[src/rtl/tbt_pkg.sv]
package tbt_pkg;
  // ------------------------------------------------------------
  // widths and reset values
  // ------------------------------------------------------------
  localparam int TB_W = 64;
  localparam int CD_W = 32;
  localparam logic [63:0] TB_RST = 64'h0000_0000_0000_0000;
  localparam logic [31:0] CD_RST = 32'h0000_0000;
  // selectable time base bit positions, periodic timer
  localparam logic [5:0] PB_BIT0 = 6'h09;
  localparam logic [5:0] PB_BIT1 = 6'h0D;
  localparam logic [5:0] PB_BIT2 = 6'h11;
  localparam logic [5:0] PB_BIT3 = 6'h15;
  // selectable time base bit positions, watchdog
  localparam logic [5:0] WD_BIT0 = 6'h11;
  localparam logic [5:0] WD_BIT1 = 6'h15;
  localparam logic [5:0] WD_BIT2 = 6'h19;
  localparam logic [5:0] WD_BIT3 = 6'h1D;
  // reset type codes
  localparam logic [1:0] RST_NONE = 2'h0;
  // ------------------------------------------------------------
  // types
  // ------------------------------------------------------------
  typedef enum logic [1:0] {WD_IDLE, WD_ONE, WD_FIRED} tbt_wd_state_t;
endpackage

[src/rtl/tbt_tick_if.sv]
`timescale 1ns/1ps
// tick and time base shared between top and edge detector
interface tbt_tick_if;
  logic tick;
  logic [63:0] tb;
  modport src (output tick, output tb);
  modport dst (input tick, input tb);
endinterface

[src/rtl/tbt_bit_rise.sv]
`timescale 1ns/1ps
// ------------------------------------------------------------
// rising edge detector on a selected time base bit
// ------------------------------------------------------------
module tbt_bit_rise (
  // clock and reset
  input wire logic i_clk,
  input wire logic i_nrst,
  // time base
  tbt_tick_if.dst tb_if,
  // bit position and pulse
  input wire logic [5:0] i_pos,
  output logic o_rise
);
  import tbt_pkg::*;
  logic prev_reg;
  logic prev_next;
  logic cur;

  // select bit, remember last value
  always_comb begin
    cur = tb_if.tb[i_pos];
    prev_next = prev_reg;
    if (tb_if.tick) begin
      prev_next = cur;
    end
  end
  assign o_rise = tb_if.tick && cur && !prev_reg;

  always_ff @(posedge i_clk or negedge i_nrst) begin
    if (!i_nrst) begin
      prev_reg <= 1'b0;
    end else begin
      prev_reg <= prev_next;
    end
  end
endmodule

[src/rtl/tbt_timers.sv]
`timescale 1ns/1ps
module tbt_timers (
  // clock and reset
  input wire logic i_clk,
  input wire logic i_nrst,
  // time base source
  input wire logic i_ext_sel,
  input wire logic i_ext_tick,
  // countdown control
  input wire logic i_cd_wr,
  input wire logic [31:0] i_cd_wdata,
  input wire logic i_cd_reload_en,
  input wire logic i_cd_clr,
  // periodic timer control
  input wire logic [1:0] i_pb_sel,
  input wire logic i_pb_clr,
  // watchdog control
  input wire logic [1:0] i_wd_sel,
  input wire logic [1:0] i_wd_rst_type,
  input wire logic i_wd_en,
  input wire logic i_wd_clr,
  // state and events
  output logic [63:0] o_tb,
  output logic [31:0] o_cd,
  output logic o_cd_irq,
  output logic o_pb_irq,
  output logic o_wd_irq,
  output logic o_wd_rst,
  output logic [1:0] o_wd_rst_type
);
  import tbt_pkg::*;

  // ------------------------------------------------------------
  // tick selection and time base
  // ------------------------------------------------------------
  tbt_tick_if tick_if ();
  logic tick;
  logic [63:0] tb_reg, tb_next;

  function automatic logic [5:0] pb_pos(input logic [1:0] s);
    case (s)
      2'h0: pb_pos = PB_BIT0;
      2'h1: pb_pos = PB_BIT1;
      2'h2: pb_pos = PB_BIT2;
      default: pb_pos = PB_BIT3;
    endcase
  endfunction

  function automatic logic [5:0] wd_pos(input logic [1:0] s);
    case (s)
      2'h0: wd_pos = WD_BIT0;
      2'h1: wd_pos = WD_BIT1;
      2'h2: wd_pos = WD_BIT2;
      default: wd_pos = WD_BIT3;
    endcase
  endfunction

  // cpu clock rate or external tick
  assign tick = i_ext_sel ? i_ext_tick : 1'b1;
  assign tick_if.tick = tick;
  assign tick_if.tb = tb_reg;

  // time base next value, wrap is silent
  always_comb begin
    tb_next = tb_reg;
    if (tick) begin
      tb_next = tb_reg + 64'h0000_0000_0000_0001;
    end
  end

  always_ff @(posedge i_clk or negedge i_nrst) begin
    if (!i_nrst) begin
      tb_reg <= TB_RST;
    end else begin
      tb_reg <= tb_next;
    end
  end

  // ------------------------------------------------------------
  // countdown timer
  // ------------------------------------------------------------
  logic [31:0] cd_reg, cd_next, cd_load_reg, cd_load_next;
  logic cd_irq_reg, cd_irq_next;

  // load, decrement, reload or hold
  always_comb begin
    cd_next = cd_reg;
    cd_load_next = cd_load_reg;
    cd_irq_next = cd_irq_reg && !i_cd_clr;
    if (i_cd_wr) begin
      cd_next = i_cd_wdata;
      cd_load_next = i_cd_wdata;
    end else if (tick && cd_reg != CD_RST) begin
      cd_next = cd_reg - 32'h0000_0001;
      if (cd_reg == 32'h0000_0001) begin
        cd_irq_next = 1'b1;
        if (i_cd_reload_en) begin
          cd_next = cd_load_reg;
        end
      end
    end
  end

  always_ff @(posedge i_clk or negedge i_nrst) begin
    if (!i_nrst) begin
      cd_reg <= CD_RST;
      cd_load_reg <= CD_RST;
      cd_irq_reg <= 1'b0;
    end else begin
      cd_reg <= cd_next;
      cd_load_reg <= cd_load_next;
      cd_irq_reg <= cd_irq_next;
    end
  end

  // ------------------------------------------------------------
  // periodic bit timer
  // ------------------------------------------------------------
  logic pb_rise;
  logic pb_irq_reg, pb_irq_next;

  tbt_bit_rise u_pb_rise (
    .i_clk (i_clk),
    .i_nrst (i_nrst),
    .tb_if (tick_if.dst),
    .i_pos (pb_pos(i_pb_sel)),
    .o_rise (pb_rise)
  );

  // sticky flag, set wins over clear
  always_comb begin
    pb_irq_next = (pb_irq_reg && !i_pb_clr) || pb_rise;
  end

  always_ff @(posedge i_clk or negedge i_nrst) begin
    if (!i_nrst) begin
      pb_irq_reg <= 1'b0;
    end else begin
      pb_irq_reg <= pb_irq_next;
    end
  end

  // ------------------------------------------------------------
  // watchdog timer
  // ------------------------------------------------------------
  logic wd_rise;
  tbt_wd_state_t wd_reg, wd_next;
  logic wd_irq_reg, wd_irq_next;
  logic wd_rst_reg, wd_rst_next;
  logic [1:0] wd_type_reg, wd_type_next;

  tbt_bit_rise u_wd_rise (
    .i_clk (i_clk),
    .i_nrst (i_nrst),
    .tb_if (tick_if.dst),
    .i_pos (wd_pos(i_wd_sel)),
    .o_rise (wd_rise)
  );

  // interval count: one, then second unserviced fires reset
  always_comb begin
    wd_next = wd_reg;
    wd_irq_next = wd_irq_reg;
    wd_rst_next = 1'b0;
    wd_type_next = wd_type_reg;
    if (i_wd_clr) begin
      wd_irq_next = 1'b0;
      if (wd_reg != WD_FIRED) begin
        wd_next = WD_IDLE;
      end
    end
    if (wd_rise) begin
      wd_irq_next = 1'b1;
      case (wd_reg)
        WD_IDLE: begin
          wd_next = WD_ONE;
        end
        WD_ONE: begin
          if (!i_wd_clr && i_wd_en) begin
            wd_next = WD_FIRED;
            wd_rst_next = (i_wd_rst_type != RST_NONE);
            wd_type_next = i_wd_rst_type;
          end else begin
            wd_next = WD_ONE;
          end
        end
        WD_FIRED: begin
          wd_next = WD_FIRED;
        end
        default: begin
          wd_next = WD_IDLE;
        end
      endcase
    end
  end

  always_ff @(posedge i_clk or negedge i_nrst) begin
    if (!i_nrst) begin
      wd_reg <= WD_IDLE;
      wd_irq_reg <= 1'b0;
      wd_rst_reg <= 1'b0;
      wd_type_reg <= RST_NONE;
    end else begin
      wd_reg <= wd_next;
      wd_irq_reg <= wd_irq_next;
      wd_rst_reg <= wd_rst_next;
      wd_type_reg <= wd_type_next;
    end
  end

  // ------------------------------------------------------------
  // outputs
  // ------------------------------------------------------------
  assign o_tb = tb_reg;
  assign o_cd = cd_reg;
  assign o_cd_irq = cd_irq_reg;
  assign o_pb_irq = pb_irq_reg;
  assign o_wd_irq = wd_irq_reg;
  assign o_wd_rst = wd_rst_reg;
  assign o_wd_rst_type = wd_type_reg;
endmodule

[config.mk]
export PLATFORM = sky130hd
export DESIGN_NAME = tbt_timers
export DESIGN_NICKNAME = d
export VERILOG_FILES = /design/src/rtl/tbt_pkg.sv /design/src/rtl/tbt_tick_if.sv /design/src/rtl/tbt_bit_rise.sv /design/src/rtl/tbt_timers.sv
export SDC_FILE = /design/constraint.sdc
export NUM_CORES = 1
export LEC_CHECK = 0
export ABC_AREA = 1
export BUFFER_PORTS_ARGS = -buffer_cell sky130_fd_sc_hd__buf_2
export CAP_MARGIN = 15
export CORE_MARGIN = 2
export CORE_UTILIZATION = 26
export DETAILED_ROUTE_END_ITERATION = 10
export PLACE_DENSITY_LB_ADDON = 0.05
export SLEW_MARGIN = 20
export SYNTH_ARGS = -nofsm -noshare
export SYNTH_HDL_FRONTEND = slang
export SYNTH_SLANG_ARGS = --single-unit
export TNS_END_PERCENT = 50
[constraint.sdc]
create_clock -name i_clk -period 3.1 [get_ports i_clk]
set_input_delay 0.31 -clock i_clk [delete_from_list [all_inputs] [get_ports i_clk]]
set_output_delay 0.31 -clock i_clk [all_outputs]
set_load 0.02 [all_outputs]
==> out/metrics.cfg, run 1 <==
[layout]
nets = 1367
num_antenna_cells = 0
most-common-layout-cells = nand2_1, buf_2, dfrtp_1, nor2_1, inv_1
layout_commonest_cell = nand2_1
drive_gt1_share_pct = 15.9
syn2layout_area_growth_pct = 22.7
design_area_um2 = 9890
largest_register_ffs = 64
fin_cells = 1724

[synthesis]
synth-main-ff-cell = dfrtp_1
synth_cell_types = 32
syn_inst = 1160
synth_seq_area_share_pct = 42.9
ys_warn_count = 0
syn_avg_cell_area_um2 = 6.94
synthArstFlopShare_pct = 100
synth_enable_flop_cells = 0
synth-seq-cells = 138
synth_nets = 1212
syn-cell-area_um2 = 8060

[grt]
grt_usage_pct = 17.7
grt-ovfl-total = 0
grt_pass1_wl_um = 45300
grt_start_max_net_pins = 70
antenna_found_initial = 0
grt_pass1_vias = 7641

[sta]
worstMarginPinSlew_ns = 0.733
worst_clock_skew_ns = 0.0136
slew_headroom_pct = 51.0
period_needed_ns = 2.36
setup_viol = 0
fin_crit_sh_pct = 76.1
final_hold_viol_count = 0
rsz0062_at_grt = no
fmax_mhz = 424
setup_tns_ns = 0
drv_slew = 0
fin_ws_ns = 0.740

[route]
drcViolationCount = 0
wl_per_cell_um = 16.3
drt-total-wl_um = 28100
dr.pass1.iters = 5
dr_total_vias = 7748
drt_iter0_markers = 470
route.antenna.remaining_nets = 0
post_drt_via_cell_ratio = 4.49

[power]
vdd.ir_drop.worst_mv = 0.342
p_per_area_nw_per_um2 = 547
p_leak_nw = 5.22

[clock_tree]
cts.clk_slew.worst_paths_ns = 0.07
cts_buffers = 17
cts.sinks = 138
htree_levels = 4
cts_setup_buffers = 0
ctsRootBufferMaster = clkbuf_16
clock_path_buffers = 2
cts_tree = yes
clk_latency_ns = 0.43

[setup_path]
crit_family = simple AND/OR/NAND/NOR gates
arrival_ns = 2.68
crit_chain = nor2_4 > nand2_2 > nor2_1 > nand2_1 > nor2_2 > nand2_2 > nand2_2 > nand2_1 > nand3_1 > nand2_1
crit_type = register to register
required_ns = 3.42
path_buf_inv = 0
slowest_stage = nand2_2
slowest_delay_ns = 0.54
crit_fanout = 32
start_kind = register
cp-end-kind = register

[place]
portBuffers = 149
dp.cells = 1691
pre_cts_ws_ns = 0.721
gp_congestion = 0.875
postPlaceCellArea_um2 = 9250
dp_hpwl_um = 21100

[die]
row_count = 64
fp.coreArea_um2 = 30500
ioPinCount = 150
die_w_um = 180
chipHeight_um = 180
start_util_pct = 26.4
dieArea_um2 = 32400

[run]
cap_violations = 0

[run_status]
status = finished, final reports clean

[min_path]
hp-class = input pin to register

per-stage QoR:
step                      power (mW)  util [%]  hold slack, ns
after global placement          3.18      30.3           0.398
after floorplan                 2.78         -          0.0144
final                           5.40      32.4          0.0519
after detailed placement        3.18      30.3           0.393
after global routing            5.71      32.4          0.0344
after CTS                       5.49      32.4          0.0318
synthesized netlist by cell type, drive strengths merged (4+ instances only):
| library cell | count | area (um2) |
|---|---|---|
| a21oi | 4 | 20.0 |
| buf | 19 | 129 |
| clkbuf | 7 | 26.3 |
| dfrtp | 138 | 3450 |
| ha | 4 | 50.1 |
| inv | 132 | 495 |
| nand2 | 443 | 1680 |
| nand3 | 131 | 661 |
| nand3b | 8 | 60.1 |
| nand4 | 24 | 150 |
| nor2 | 144 | 563 |
| nor3 | 16 | 85.1 |
| nor4 | 7 | 43.8 |
| o21ai | 21 | 116 |
| xnor2 | 19 | 166 |
| xor2 | 33 | 289 |
logic make-up after synthesis:
kind of cell	share of synthesized area, %
xor gates and xnor gates	5.65
adders and majority gates	0.621
and+or+nand+nor	40.6
DFF	42.9
AOI/OAI and AO/OA	2.21
buffers and inverters	8.08
report_power, final:
group / total [mW] / switching [mW] / internal (mW)
clock network: 2.27 / 0.918 / 1.35
logic: 0.965 / 0.644 / 0.321
registers: 2.17 / 0.196 / 1.97
total: 5.40 / 1.76 / 3.65
per-layer routing:
metal,track usage [%],routed length (um),share of wire (%)
met1,26.5,14900,53
met2,26.8,12000,43
met3,3.07,950,3.4
met4,3.77,272,0.97
met5,0,0,0
path summary, 6_finish.rpt:
path | startpoint | end | slack [ns] | depth (start not counted)
min in group asynchronous | i_nrst | o_tb[0] | 0.48 | 2
setup reg to reg | o_cd[9] | o_cd[24] | 0.74 | 10
hold reg to reg | u_pb_rise.prev_reg | o_pb_irq | 0.46 | 1
hold / removal | i_cd_clr | o_cd_irq | 0.05 | 2
max in group asynchronous | i_nrst | o_wd_rst | 1.84 | 3
setup / recovery | o_cd[9] | o_cd[24] | 0.74 | 10
worst reg2reg max path, delay by kind of cell, from the launching register on:
| family | cells | cell delay [ns] |
|---|---|---|
| flip-flops | 1 | 0.46 |
| AND/OR/NAND/NOR | 10 | 1.79 |
timing repair:
item	4_1_cts	5_1_grt
gates resized for setup	0	0
hold buffers	1	0
hold endpoints to repair	67	0
final cells by class:
class	instances	area, um2
inverters	132	495
well taps	396	495
clock buffers	18	429
repair buffers	162	865
clock inverters	14	196
multi-input cells	864	3950
fillers	3381	20600
flip-flops and latches	138	3450
Note: power is estimated with default switching activity, not from simulation.
==> run 2: changes to the inputs <==
--- a/config.mk
+++ b/config.mk
@@ -5,7 +5,7 @@
 export SDC_FILE = /design/constraint.sdc
 export NUM_CORES = 1
 export LEC_CHECK = 0
-export ABC_AREA = 1
+export ABC_AREA = 0
 export BUFFER_PORTS_ARGS = -buffer_cell sky130_fd_sc_hd__buf_2
 export CAP_MARGIN = 15
 export CORE_MARGIN = 2
==> constraint.sdc (replaced) <==
create_clock -name i_clk -period 2.1 [get_ports i_clk]
set_input_delay 0.21 -clock i_clk [delete_from_list [all_inputs] [get_ports i_clk]]
set_output_delay 0.21 -clock i_clk [all_outputs]
set_load 0.02 [all_outputs]
==> out/metrics.cfg, run 2 <==
[grt]
grt_pass1_vias = 7253  ; -5.1%
grt_start_max_net_pins = 49  ; -30%
grt_pass1_wl_um = 40800  ; -9.9%
grt_usage_pct = 18.2  ; +0.47 points
antenna_found_initial = 0  ; unchanged
grt-ovfl-total = 0  ; unchanged

[synthesis]
ys_warn_count = 0  ; unchanged
synth.most_common_cell = dfrtp_1
yosys.area.top_type = dfrtp_1
synth_seq_area_share_pct = 48.0  ; +5.1 points
synthArstFlopShare_pct = 100  ; unchanged
syn_avg_cell_area_um2 = 9.74  ; +40%
synth_enable_flop_cells = 0  ; unchanged
syn_inst = 739  ; -36%
synth-seq-cells = 138  ; unchanged
synth.area.top_cells = dfrtp_1, xnor2_1, nand2_1
syn-cell-area_um2 = 7200  ; -11%
synthTopCellsByCount = dfrtp_1, nand2_1, nand3_1
synth_cell_types = 63  ; +97%
synth_top_cell_area_share_pct = 48.0  ; +5.1 points
synth_nets = 791  ; -35%
synth-main-ff-cell = dfrtp_1

[route]
drcViolationCount = 0  ; unchanged
post_drt_via_cell_ratio = 4.73  ; +5.3%
wl_per_cell_um = 17.9  ; +9.8%
dr.pass1.iters = 4  ; -1
drt-total-wl_um = 25700  ; -8.3%
dr_total_vias = 6810  ; -12%
route.antenna.remaining_nets = 0  ; unchanged
drt_iter0_markers = 358  ; -24%

[run_status]
status = complete, but fails checks
violations = negative setup slack

[setup_path]
start_kind = register
rr_startpoint = o_cd[18]
cp-end-kind = register
reg2reg_depth = 7  ; -3
r2r_slack_ns = -0.27  ; -1.01 ns
r2r-end = o_cd[23]
arrival_ns = 2.68  ; about the same
required_ns = 2.41  ; -1.01 ns
crit_fanout = 5  ; -84%
crit_type = register to register

[sta]
final_hold_viol_count = 0  ; unchanged
fin_ws_ns = -0.268  ; -1.01 ns
rsz0062_at_grt = yes
fin_crit_sh_pct = 113  ; +37 points
setup_tns_ns = -5.40  ; -5.40 ns
slew_headroom_pct = 65.2  ; +14 points
whs_ns = 0.00810  ; -0.0438 ns
worst_clock_skew_ns = 0.0155  ; +0.00197 ns
setup_viol = 33  ; +33
fmax_mhz = 422  ; -0.35%
worstMarginPinSlew_ns = 0.522  ; -0.211 ns
period_needed_ns = 2.37  ; +0.00834 ns
drv_slew = 0  ; unchanged

[clock_tree]
clk_latency_ns = 0.44  ; about the same
clock_path_buffers = 2  ; unchanged
cts.sinks = 138  ; unchanged
htree_levels = 4  ; unchanged
ctsRootBufferMaster = clkbuf_16
cts_buffers = 17  ; unchanged
cts.clk_slew.worst_paths_ns = 0.07  ; about the same
cts_tree = yes

[min_path]
hold_depth = 3  ; +1
min_to = o_cd[10]
hp-start = i_cd_wdata[10]
hp-class = input pin to register

[die]
start_util_pct = 26.6  ; +0.15 points
die_w_um = 170  ; -5.4%
fp.coreArea_um2 = 27100  ; -11%
chipHeight_um = 170  ; -5.4%
row_count = 60  ; -6.3%
dieArea_um2 = 29000  ; -10%
ioPinCount = 150  ; unchanged

[layout]
fin_cells = 1439  ; -17%
syn2layout_area_growth_pct = 47.7
utilization_pct = 39.2  ; +6.8 points
nets = 1106  ; -19%
drive_gt1_share_pct = 39.3  ; +23 points
num_antenna_cells = 0  ; unchanged
layout_commonest_cell = buf_2
largest_register_ffs = 64  ; unchanged
most-common-layout-cells = buf_2, buf_4, dfrtp_1, nand2_1, nand3_1

[run]
cap_violations = 0  ; unchanged

[power]
p_per_area_nw_per_um2 = 715  ; +31%
p_leak_nw = 5.12  ; -1.8%
vdd.ir_drop.worst_mv = 0.483  ; +41%

[place]
gp_congestion = 0.819  ; -6.4%
dp.cells = 1381  ; -18%
pre_cts_ws_ns = -0.283  ; -1.00 ns
dp_hpwl_um = 18900  ; -10%
portBuffers = 149  ; unchanged

[run 2: timing repair]
action,CTS,global route
hold endpoints to repair,53,0
setup endpoints to repair,42,48
resized for setup,52,16
gates cloned,2,0
hold buffers,7,0
setup buffers,15,2
pin swaps,26,20
[run 2: worst max path at each step]
stage                     slack, ns  endpoint      from  cells after the start
final                         -0.27  o_cd[23]  o_cd[18]                      7
after global routing          -0.34  o_cd[23]  o_cd[18]                      7
after CTS                     -0.23  o_cd[23]  o_cd[16]                      7
after detailed placement      -0.28  o_cd[23]  o_cd[18]                      7
after global placement        -0.30  o_cd[27]  o_cd[18]                      7
after floorplan               -0.19  o_cd[23]  o_cd[18]                      7
[run 2: area by class of cell]
cell class,count,area (um2)
clock buffer,18,439
clock inverter,14,129
fill,2740,16500
inverter,31,116
multi-input combinational,541,3730
sequential,138,3460
tap,372,465
timing repair buffer,325,2300
[run 2: metal layers]
layer	up-vias	GRT usage, %	routed length (um)
met5	-	0	0
met4	0	5.20	359
met3	26	3.53	1100
met2	152	31.5	12800
met1	3354	23.1	11500
li1	3278	-	-
[run 2: power by group]
part	total (mW)	leakage [nW]	switching, mW	internal (mW)
registers	3.03	1.78	0.175	2.86
clock network	2.99	0.272	1.40	1.59
logic	1.58	3.07	0.919	0.661
[run 2: kinds of logic after synthesis]
family / Yosys count / synth area share (%)
buffers and inverters: 60 / 3.76
flip-flops: 138 / 48.0
AND/OR/NAND/NOR: 331 / 24.4
AO/OA/AOI/OAI: 111 / 10.8
XOR/XNOR: 79 / 9.61
multiplexers: 16 / 2.80
adder cells (fa/ha/maj): 4 / 0.695
[run 2: per-stage QoR]
stage	instance area, um2	total power [mW]
final	10600	7.60
after global routing	10600	7.97
after global placement	9480	4.55
after CTS	10500	7.69
after detailed placement	9480	4.57
after floorplan	7230	3.82
[run 2: worst max-delay path: stages, from the launching register on]
cell,delay [ns]
dfrtp_2,0.40
or4_4,0.54
buf_6,0.15
or4_4,0.43
nor3_4,0.26
xnor2_2,0.14
a221oi_2,0.07
a221o_1,0.26
